**src/include/auxsmi_pkg.sv**
```systemverilog
// Package for the auxiliary management-interrupt and mirror register block
package auxsmi_pkg;
   // Register word indices (printed offsets are the indices; byte address = 4 * index)
   localparam logic [7:0] IDX_EN1 = 8'hB4;
   localparam logic [7:0] IDX_EN2 = 8'hB5;
   localparam logic [7:0] IDX_ST1 = 8'hB6;
   localparam logic [7:0] IDX_ST2 = 8'hB7;
   localparam logic [7:0] IDX_SPARE = 8'hB8;
   localparam logic [7:0] IDX_PINSEL = 8'hC0;
   localparam logic [7:0] IDX_FMC = 8'hC1;
   localparam logic [7:0] IDX_FRATE = 8'hC2;
   localparam logic [7:0] IDX_S1FIFO = 8'hC3;
   localparam logic [7:0] IDX_S2FIFO = 8'hC4;
   // Block-local interrupt status/mask (chosen offsets)
   localparam logic [7:0] IDX_EVSTAT = 8'hD0;
   localparam logic [7:0] IDX_EVMASK = 8'hD1;
   localparam logic [1:0] BYTE_LSB = 2'h0;
   // Reset values
   localparam logic [7:0] EN1_RST = 8'h00;
   localparam logic [7:0] EN2_RST = 8'h02;
   localparam logic [7:0] PINSEL_RST = 8'h02;
   localparam logic [7:0] SPARE_RST = 8'h00;
   localparam logic [7:0] MIRROR_RST = 8'h00;
   localparam logic [7:0] EV_RST = 8'h00;
   localparam logic [7:0] ZERO8 = 8'h00;
   // Writable bit masks
   localparam logic [7:0] EN1_MASK = 8'h9E;
   localparam logic [7:0] EN2_MASK = 8'h57;
   localparam logic [7:0] FRATE_MASK = 8'hDF;
   localparam logic [7:0] FIFO_MASK = 8'hCF;
   localparam logic [7:0] PINSEL_MASK = 8'h0A;
   // Field positions (common to enable and status)
   localparam int B_PRN = 1;
   localparam int B_SER2 = 2;
   localparam int B_SER1 = 3;
   localparam int B_FLOP = 4;
   localparam int B_WDOG = 7;
   localparam int B_PTR = 0;
   localparam int B_KEYS = 1;
   localparam int B_IRDA = 2;
   localparam int B_KBCP = 4;
   localparam int B_SFRAME = 6;
   localparam int B_FMC = 0;
   // Local event bits
   localparam int EV_IR = 0;
   localparam int EV_GROUP = 1;
   localparam int EV_W = 2;
endpackage

```
**src/core/auxsmi_core.sv**
```systemverilog
// Auxiliary management-interrupt gathering, forced media change and write-only mirrors
`timescale 1ns/1ps
// How it works
// - Enable one gates port, serial, floppy, watchdog
// - Enable two gates pointer, keys, infrared
// - Enable two bit 4 routes kbc bit
// - Enable two bit 6 feeds serial frame
// - Enable two resets 0x02, keys set
// - Status one mirrors sources, cleared at source
// - Printer flag one when inactive, else acknowledge
// - Infrared edge sets flag, status read clears
// - Status two shows pointer, keys, kbc bit
// - Forced change resets one, software only sets
// - Step with drive select clears forced change
// - Media flag: select AND forced, OR pin
// - Floppy rate mirror holds last write
// - Serial one FIFO mirror holds last write
// - Serial two FIFO mirror, same layout

// Overview of the register side
// Every register is eight bits wide and sits in the low byte of an aligned word
// Upper bits of every read word are zero
// Unaligned or unmapped addresses answer with an error; unaligned ones still take effect on their word

// Bus timing
// The slave inserts one wait state: ready rises in the second access cycle
// Writes land, and read side effects happen, only at the completing edge
// Landing early would let a master that stalls see a half-done transfer

// Read data timing
// Read data are captured one edge before the completing edge
// They stand for exactly the cycle in which ready is high
// Outside that cycle the read word returns to zero

// Status one
// Each bit is a registered copy of its source level
// Nothing in this block can clear it; the source must drop
// Writes to it are accepted on the bus and discarded

// Parallel port status
// While the port is not activated the bit reads as one
// This means an enabled but idle port holds the group output active
// Software must keep the gate off until the port is activated

// Status two
// Pointer, keys and controller bit follow their sources like status one
// The infrared bit is the only sticky bit and clears on a read
// A read and a new edge in one cycle keep the bit set

// Infrared activity
// The receive line is taken after the pin selection
// Switching the selection can itself look like an edge
// The first cycle after reset is ignored so reset never sets it

// Group management output
// It is active low and registered so it never glitches
// It trails a source by two clocks: one for status, one for output
// The serial frame gate is not a source and is masked out of the sum

// Serial frame request
// It follows the group condition only while its gate bit is set
// The far side decides which frame slot carries it
// It is a level, held as long as the group condition holds

// Controller port bit
// It appears in status two whatever its route gate says
// It reaches the group output only when routed
// Its polarity is taken as given by the controller

// Enable two reset
// Every reset flavour forces the keys gate on
// The soft reset pulse touches this register alone
// Other enables and mirrors survive a soft reset

// Forced media change
// It comes up set after reset so a fresh drive is reported changed
// Software may set it again but never clear it
// A step pulse with drive zero selected clears it; a write of one wins a tie

// Media change flag
// It combines the select line, the forced bit and the change pin
// The polarities are the raw pin levels, not decoded ones
// It is registered, so it trails its inputs by one clock

// Mirrors
// They keep a copy of values written into write-only unit registers
// Reserved bits are masked so they always read as zero
// Bus writes to their addresses are silently dropped

// Block events
// Two sticky bits: infrared activity and the group condition becoming active
// Writing a one clears a bit; a new event in that cycle wins
// The level interrupt is high while any unmasked bit is set

// Pin selection and spare
// These are plain storage here; the pin routing lives elsewhere
// Only documented writable bits of the pin selection are kept
// The spare register is fully writable and has no effect

// Limitations
// Inputs are assumed synchronous to the clock; nothing is synchronised
// Pulses shorter than one clock on a source may be missed
// Only one clock domain exists, so no crossing is needed
module auxsmi_core (
   input wire logic clk, // 50 MHz clock
   input wire logic rst, // Synchronous reset, active high
   input wire logic soft_rst, // Soft reset pulse: re-forces keys gate
   input wire logic psel, // APB select
   input wire logic penable, // APB enable
   input wire logic pwrite, // APB direction
   input wire logic [11:0] paddr, // APB byte address
   input wire logic [31:0] pwdata, // APB write data
   output logic [31:0] prdata, // APB read data
   output logic pready, // APB ready
   output logic pslverr, // APB error on unmapped address
   input wire logic printer_port_active, // Parallel port activate bit
   input wire logic printer_acknowledge_n, // Printer acknowledge input
   input wire logic serial_two_irq, // Second UART interrupt
   input wire logic serial_one_irq, // First UART interrupt
   input wire logic floppy_irq, // Floppy interrupt
   input wire logic watchdog_irq, // Watchdog interrupt
   input wire logic pointer_irq, // Mouse interrupt
   input wire logic keys_irq, // Keyboard interrupt
   input wire logic kbc_port_bit, // Keyboard controller port bit output
   input wire logic serial_two_rx_pin, // Second UART receive pin
   input wire logic infrared_rx_pin, // Infrared receive pin
   input wire logic ir_rx_select, // Receive mux: 1 picks infrared pin
   input wire logic head_step_n, // Drive step output, low active
   input wire logic drive_select_zero_n, // Drive select zero output, low active
   input wire logic media_changed_in_n, // Disk change input pin
   input wire logic rate_wr, // Floppy data-rate register written
   input wire logic [7:0] rate_wdata, // Value written to data-rate register
   input wire logic s1_fifo_wr, // First UART FIFO control written
   input wire logic s2_fifo_wr, // Second UART FIFO control written
   input wire logic [7:0] fifo_wdata, // Value written to FIFO control
   output logic group_mgmt_irq_n, // Group management interrupt, low active
   output logic mgmt_irq_serial_frame, // Request for the serial IRQ frame
   output logic media_changed_flag, // Disk change bit of digital input register
   output logic irq // Block interrupt, level high
);
   logic [7:0] mgmt_irq_enable_one;
   logic [7:0] mgmt_irq_enable_two;
   logic [7:0] mgmt_irq_status_one;
   logic [7:0] mgmt_irq_status_two;
   logic [7:0] spare_reserved;
   logic [7:0] pin_function_select;
   logic forced_media_change;
   logic [7:0] floppy_rate_mirror;
   logic [7:0] serial_one_fifo_mirror;
   logic [7:0] serial_two_fifo_mirror;
   localparam int EV_W_T = auxsmi_pkg::EV_W;
   logic [EV_W_T-1:0] ev_status;
   logic [EV_W_T-1:0] ev_mask;
   logic done;
   logic infrared_activity_flag;
   logic ir_sel_q;
   logic ir_prev_valid;
   logic prev_group;
   logic [9:0] widx;
   logic [7:0] wbyte;
   logic wr_acc;
   logic rd_acc;
   logic acc;
   logic [7:0] next_rdata;
   logic next_err;
   logic ir_now;
   logic group_active;
   logic [7:0] st1_live;
   logic [7:0] st2_live;

   // Address decode; effects ignore the two low address bits, which only raise the error
   assign widx = paddr[11:2];
   assign wbyte = pwdata[7:0];
   assign acc = psel && penable && !pready;
   // Effects wait for the completing edge, where ready is sampled high
   assign done = psel && penable && pready;
   assign wr_acc = done && pwrite;
   assign rd_acc = done && !pwrite;

   // Live status: levels follow their sources so they clear at source
   always_comb begin
      st1_live = auxsmi_pkg::ZERO8;
      st1_live[auxsmi_pkg::B_PRN] = printer_port_active ? printer_acknowledge_n : 1'b1;
      st1_live[auxsmi_pkg::B_SER2] = serial_two_irq;
      st1_live[auxsmi_pkg::B_SER1] = serial_one_irq;
      st1_live[auxsmi_pkg::B_FLOP] = floppy_irq;
      st1_live[auxsmi_pkg::B_WDOG] = watchdog_irq;
      st2_live = auxsmi_pkg::ZERO8;
      st2_live[auxsmi_pkg::B_PTR] = pointer_irq;
      st2_live[auxsmi_pkg::B_KEYS] = keys_irq;
      st2_live[auxsmi_pkg::B_IRDA] = infrared_activity_flag;
      st2_live[auxsmi_pkg::B_KBCP] = kbc_port_bit;
   end

   // Status registers sampled each cycle so reads see a registered value
   always_ff @(posedge clk) begin
      if (rst) begin
         mgmt_irq_status_one <= auxsmi_pkg::ZERO8;
         mgmt_irq_status_two <= auxsmi_pkg::ZERO8;
      end else begin
         mgmt_irq_status_one <= st1_live;
         mgmt_irq_status_two <= st2_live;
      end
   end

   // Enable one: plain read/write of the gate bits
   always_ff @(posedge clk) begin
      if (rst) begin
         mgmt_irq_enable_one <= auxsmi_pkg::EN1_RST;
      end else if (wr_acc && widx == 10'(auxsmi_pkg::IDX_EN1)) begin
         mgmt_irq_enable_one <= wbyte & auxsmi_pkg::EN1_MASK;
      end
   end

   // Enable two: keys gate forced on by every reset flavour
   always_ff @(posedge clk) begin
      if (rst || soft_rst) begin
         mgmt_irq_enable_two <= auxsmi_pkg::EN2_RST;
      end else if (wr_acc && widx == 10'(auxsmi_pkg::IDX_EN2)) begin
         mgmt_irq_enable_two <= wbyte & auxsmi_pkg::EN2_MASK;
      end
   end

   // Spare and pin selection are storage only here
   always_ff @(posedge clk) begin
      if (rst) begin
         spare_reserved <= auxsmi_pkg::SPARE_RST;
         pin_function_select <= auxsmi_pkg::PINSEL_RST;
      end else if (wr_acc && widx == 10'(auxsmi_pkg::IDX_SPARE)) begin
         spare_reserved <= wbyte;
      end else if (wr_acc && widx == 10'(auxsmi_pkg::IDX_PINSEL)) begin
         pin_function_select <= wbyte & auxsmi_pkg::PINSEL_MASK;
      end
   end

   // Infrared activity: any edge on the muxed receive line sets, status-two read clears
   assign ir_now = ir_rx_select ? infrared_rx_pin : serial_two_rx_pin;
   always_ff @(posedge clk) begin
      if (rst) begin
         ir_sel_q <= 1'b0;
         ir_prev_valid <= 1'b0;
         infrared_activity_flag <= 1'b0;
      end else begin
         ir_sel_q <= ir_now;
         ir_prev_valid <= 1'b1;
         // Set wins over the read clear so an edge in the read cycle is kept
         if (ir_prev_valid && (ir_now != ir_sel_q)) begin
            infrared_activity_flag <= 1'b1;
         end else if (rd_acc && widx == 10'(auxsmi_pkg::IDX_ST2)) begin
            infrared_activity_flag <= 1'b0;
         end
      end
   end

   // Forced media change: software can set only, step with select zero clears
   always_ff @(posedge clk) begin
      if (rst) begin
         forced_media_change <= 1'b1;
      end else if (wr_acc && widx == 10'(auxsmi_pkg::IDX_FMC) && wbyte[auxsmi_pkg::B_FMC]) begin
         forced_media_change <= 1'b1;
      end else if (!head_step_n && !drive_select_zero_n) begin
         forced_media_change <= 1'b0;
      end
   end

   // Disk-change flag seen by the floppy digital input register
   always_ff @(posedge clk) begin
      if (rst) begin
         media_changed_flag <= 1'b0;
      end else begin
         media_changed_flag <= (drive_select_zero_n & forced_media_change) | media_changed_in_n;
      end
   end

   // Mirrors follow the unit writes only; bus writes to them are dropped
   always_ff @(posedge clk) begin
      if (rst) begin
         floppy_rate_mirror <= auxsmi_pkg::MIRROR_RST;
         serial_one_fifo_mirror <= auxsmi_pkg::MIRROR_RST;
         serial_two_fifo_mirror <= auxsmi_pkg::MIRROR_RST;
      end else begin
         if (rate_wr) begin
            floppy_rate_mirror <= rate_wdata & auxsmi_pkg::FRATE_MASK;
         end
         if (s1_fifo_wr) begin
            serial_one_fifo_mirror <= fifo_wdata & auxsmi_pkg::FIFO_MASK;
         end
         if (s2_fifo_wr) begin
            serial_two_fifo_mirror <= fifo_wdata & auxsmi_pkg::FIFO_MASK;
         end
      end
   end

   // Group management interrupt: any enabled status, kbc bit only when routed
   always_comb begin
      group_active = |(mgmt_irq_status_one & mgmt_irq_enable_one);
      group_active = group_active |
         |(mgmt_irq_status_two & mgmt_irq_enable_two &
           ~(8'h01 << auxsmi_pkg::B_SFRAME));
   end

   // Outputs registered; serial frame only when its gate is set
   always_ff @(posedge clk) begin
      if (rst) begin
         group_mgmt_irq_n <= 1'b1;
         mgmt_irq_serial_frame <= 1'b0;
      end else begin
         group_mgmt_irq_n <= !group_active;
         mgmt_irq_serial_frame <= group_active && mgmt_irq_enable_two[auxsmi_pkg::B_SFRAME];
      end
   end

   // Block events: infrared activity and group assertion edge; write one clears, set wins
   always_ff @(posedge clk) begin
      if (rst) begin
         ev_status <= EV_W_T'(auxsmi_pkg::EV_RST);
         ev_mask <= EV_W_T'(auxsmi_pkg::EV_RST);
         prev_group <= 1'b0;
         irq <= 1'b0;
      end else begin
         prev_group <= group_active;
         for (int i = 0; i < EV_W_T; i++) begin
            if ((i == auxsmi_pkg::EV_IR && infrared_activity_flag) ||
                (i == auxsmi_pkg::EV_GROUP && group_active && !prev_group)) begin
               ev_status[i] <= 1'b1;
            end else if (wr_acc && widx == 10'(auxsmi_pkg::IDX_EVSTAT) && wbyte[i]) begin
               ev_status[i] <= 1'b0;
            end
         end
         if (wr_acc && widx == 10'(auxsmi_pkg::IDX_EVMASK)) begin
            ev_mask <= wbyte[EV_W_T-1:0];
         end
         irq <= |(ev_status & ev_mask);
      end
   end

   // Read mux and unmapped-address error
   always_comb begin
      next_rdata = auxsmi_pkg::ZERO8;
      next_err = 1'b0;
      if (paddr[1:0] != auxsmi_pkg::BYTE_LSB || widx[9:8] != 2'h0) begin
         next_err = 1'b1;
      end else begin
         unique case (widx[7:0])
            auxsmi_pkg::IDX_EN1: next_rdata = mgmt_irq_enable_one;
            auxsmi_pkg::IDX_EN2: next_rdata = mgmt_irq_enable_two;
            auxsmi_pkg::IDX_ST1: next_rdata = mgmt_irq_status_one;
            auxsmi_pkg::IDX_ST2: next_rdata = mgmt_irq_status_two;
            auxsmi_pkg::IDX_SPARE: next_rdata = spare_reserved;
            auxsmi_pkg::IDX_PINSEL: next_rdata = pin_function_select;
            auxsmi_pkg::IDX_FMC: next_rdata = {7'h00, forced_media_change};
            auxsmi_pkg::IDX_FRATE: next_rdata = floppy_rate_mirror;
            auxsmi_pkg::IDX_S1FIFO: next_rdata = serial_one_fifo_mirror;
            auxsmi_pkg::IDX_S2FIFO: next_rdata = serial_two_fifo_mirror;
            auxsmi_pkg::IDX_EVSTAT: next_rdata = {6'h00, ev_status};
            auxsmi_pkg::IDX_EVMASK: next_rdata = {6'h00, ev_mask};
            default: next_err = 1'b1;
         endcase
      end
   end

   // APB answer: one wait state, ready pulses in the second access cycle
   always_ff @(posedge clk) begin
      if (rst) begin
         pready <= 1'b0;
         pslverr <= 1'b0;
         prdata <= 32'h0000_0000;
      end else begin
         pready <= acc;
         pslverr <= acc && next_err;
         prdata <= (acc && !pwrite && !next_err) ? {24'h000000, next_rdata} : 32'h0000_0000;
      end
   end
endmodule

```
**config.mk**
```make
export PLATFORM = sky130hd
export DESIGN_NAME = auxsmi_core
export DESIGN_NICKNAME = d
export VERILOG_FILES = /design/src/include/auxsmi_pkg.sv /design/src/core/auxsmi_core.sv
export SDC_FILE = /design/constraint.sdc
export NUM_CORES = 1
export LEC_CHECK = 0
export ABC_AREA = 1
export BUFFER_PORTS_ARGS = -buffer_cell sky130_fd_sc_hd__buf_2
export CORE_ASPECT_RATIO = 1.1
export CORE_MARGIN = 2
export CORE_UTILIZATION = 43
export CTS_BUF_LIST = sky130_fd_sc_hd__clkbuf_4
export CTS_CLUSTER_SIZE = 40
export DETAILED_ROUTE_END_ITERATION = 10
export PLACE_DENSITY = 0.82
export SYNTH_ARGS = -nofsm -noshare
export SYNTH_HDL_FRONTEND = slang
export SYNTH_SLANG_ARGS = --single-unit
```
**constraint.sdc**
```tcl
create_clock -name clk -period 1.1 [get_ports clk]
set_input_delay 0.11 -clock clk [delete_from_list [all_inputs] [get_ports clk]]
set_output_delay 0.11 -clock clk [all_outputs]
set_load 0.005 [all_outputs]
```
==> results.ini <==
[yosys]
synth_cells=456
synth_top_cells_by_count=110 x nor2_1, 71 x dfxtp_1, 53 x nand2_1, 52 x nand3_1, 36 x o21ai_0
async_reset_ff_frac=0
yosysMostFrequentCell=nor2_1
netlist_area_um2=3290
ys.flop_type=dfxtp_1
synth_edf_count=0
synthTopCellsByArea=dfxtp_1 43%, nor2_1 13%, nand3_1 7.9%, nand2_1 6.0%, buf_4 5.9%
synth_seq_cells=71
syn_area_per_cell_um2=7.22
ys_warn_count=0
ys_types=29
synth.top_cell.area_share=0.431
ys_seq_area_frac=0.431
synth_top_area_cell=dfxtp_1

[run]
cap_violations=0

[setup_path]
critPathRequiredTime_ns=1.46
worst_setup_path_end_kind=flop
r2r.worst_path.cells=7
endpoint=spare_reserved[3]
crit_path_start_kind=flop
setup.worst_path.class=reg2reg
r2r_end=spare_reserved[3]
critPathMaxStageDelay_ns=0.36
crit_path_frequent_cell=nor2_4
regToRegSetupSlack_ns=-0.14
critical_path.max_fanout=7
cp.arrival_ns=1.60
slowest_stage=dfxtp_2
r2r-start=pready
crit_chain=inv_2 -> nor2_4 -> nand3_4 -> nor2_4 -> buf_6 -> o21ai_2 -> nor2_1
crit_path_start=pready

[timing]
finClkSkew_ns=0.0147
period_minus_slack_ns=1.24
rsz0062_at_grt=true
period_share=1.12
hold_viol=1
fmax_mhz=809
fin_ws_ns=-0.136
drv_slew=0
fin_hold_ws_ns=-0.135
setup_viol=32

[place]
dp.cells=627
place.detailed.hpwl_um=6410
portBuffers=70
dp_slack_ns=-0.173
gp_congestion=0.939

[global_routing]
overflow=0
grt_max_degree=35
antenna_found_initial=0
track_usage=0.211
grt_pass1_wl_um=13800
grt_pass1_vias=3045

[floorplan]
die_x_um=87.5
pin_count=122
dieArea_um2=8380
rows=33
fp.coreArea_um2=7430
initial_core_util=0.443
die_height_um=95.8

[routing]
wl_per_cell_um=12.9
drt-total-wl_um=8810
via_count=3360
viasPerCell=4.93
drc=0
drtPass1Iterations=4
first_iter_violations=165
drtAntennaViolNets=0

[layout]
drive_gt1_frac=0.278
area_delta_synth_final_pct=34.8
final_util=0.597
nets=673
final_cells=681
n_antenna_cell=0

[run_status]
violations=hold timing, setup timing
status=finished, violations left

[clocking]
cts_inserted_buffers=9
path_clk_slew_ns=0.12
cts_tree=done
cts_buffer_depth=2
cts_hold_buffers=36
htree_levels=3
insertion_delay_ns=0.42
cts_sinks=71
clock_tree.root_cell=clkbuf_4

[hold_path]
hold_path.class=in2reg

[power_and_ir_drop]
leakage_nw=2.10
total_power_mw=4.75
cellPowerDensity_nw_per_um2=1070
ir_worst_vdd_mv=0.554

[sequential cells by signal, indices dropped and copies added, names as in the netlist, 2 cells and up]
register and cells:
pin_function_select 2, prdata 8, serial_one_fifo_mirror 6, ev_status 2
floppy_rate_mirror 7, spare_reserved 8, serial_two_fifo_mirror 6, mgmt_irq_enable_two 5
mgmt_irq_enable_one 5, mgmt_irq_status_one 5, mgmt_irq_status_two 4, ev_mask 2
[routing by layer]
| layer | up-vias | track usage | routed length [um] |
|---|---|---|---|
| met5 | - | 0 | 0 |
| met4 | 0 | 0.0782 | 242 |
| met3 | 26 | 0.0429 | 545 |
| met2 | 135 | 0.366 | 4280 |
| met1 | 1507 | 0.257 | 3750 |
| li1 | 1692 | - | - |
[worst max-delay path, delay by kind of cell (launching register included)]
family / cells / cell delay [ns]
AND/OR/NAND/NOR: 4 / 0.58
flip-flops: 1 / 0.36
buffers and inverters: 2 / 0.20
AO/OA/AOI/OAI: 1 / 0.05
[layout by cell type, fill, tap and decap left out, drive strengths merged, types with 2 or more instances in the layout]
cell / count
o21ai: 41
nand3: 54
buf: 95
nor3: 5
clkinv: 6
clkbuf: 10
a21oi: 12
dlygate4sd3: 36
nand2: 65
inv: 39
nand4: 8
clkinvlp: 2
nor2: 122
conb: 24
dfxtp: 71
[final cells by class]
| cell class | count | area, um^2 |
|---|---|---|
| flip-flops and latches | 71 | 1420 |
| repair buffers | 131 | 940 |
| multi-input cells | 335 | 1690 |
| clock inverters | 6 | 37.5 |
| fillers | 668 | 2990 |
| well taps | 87 | 109 |
| clock buffers | 10 | 75.1 |
| inverters | 41 | 169 |
[power breakdown]
group          internal [mW]  leakage, nW  switching [mW]
registers               2.66        0.582          0.0525
logic                  0.288         1.46           0.331
clock network          0.477       0.0598           0.938
[logic make-up (layout without fill, tap and decap cells)]
group | count (synthesis) | after routing | share of synthesized area
AOI/OAI and AO/OA | 56 | 56 | 0.0885
other | 1 | 24 | 0.00114
DFF | 71 | 71 | 0.431
buffers and inverters | 73 | 188 | 0.114
muxes | 1 | 1 | 0.00304
and+or+nand+nor | 254 | 254 | 0.362
[per-stage QoR]
step	hold WS (ns)	TNS [ns]	area, um^2
3_3_place_gp	0.293	-3.43	3870
4_1_cts	-0.153	-2.52	4430
3_5_place_dp	0.296	-3.91	3870
2_1_floorplan	0.189	-0.238	3420
6_report	-0.135	-2.42	4440
5_1_grt	-0.142	-5.61	4440
[timing repair]
action	CTS	global route
endpoints found under the hold margin	45	1
endpoints found under the setup margin	33	34
resized for setup	24	4
pin swaps	2	2
setup buffers	1	1
[worst min-delay path by stage]
stage	depth (start not counted)	slack, ns	endpoint	startpoint
floorplan	1	0.19	ev_mask[0]	rst
global placement	2	0.29	mgmt_irq_status_one[1]	printer_port_active
detailed placement	2	0.30	mgmt_irq_status_one[1]	printer_port_active
CTS	2	-0.15	pready	rst
global route	2	-0.14	pready	rst
finish	2	-0.14	pready	rst
(Power assumes the default switching activity.)
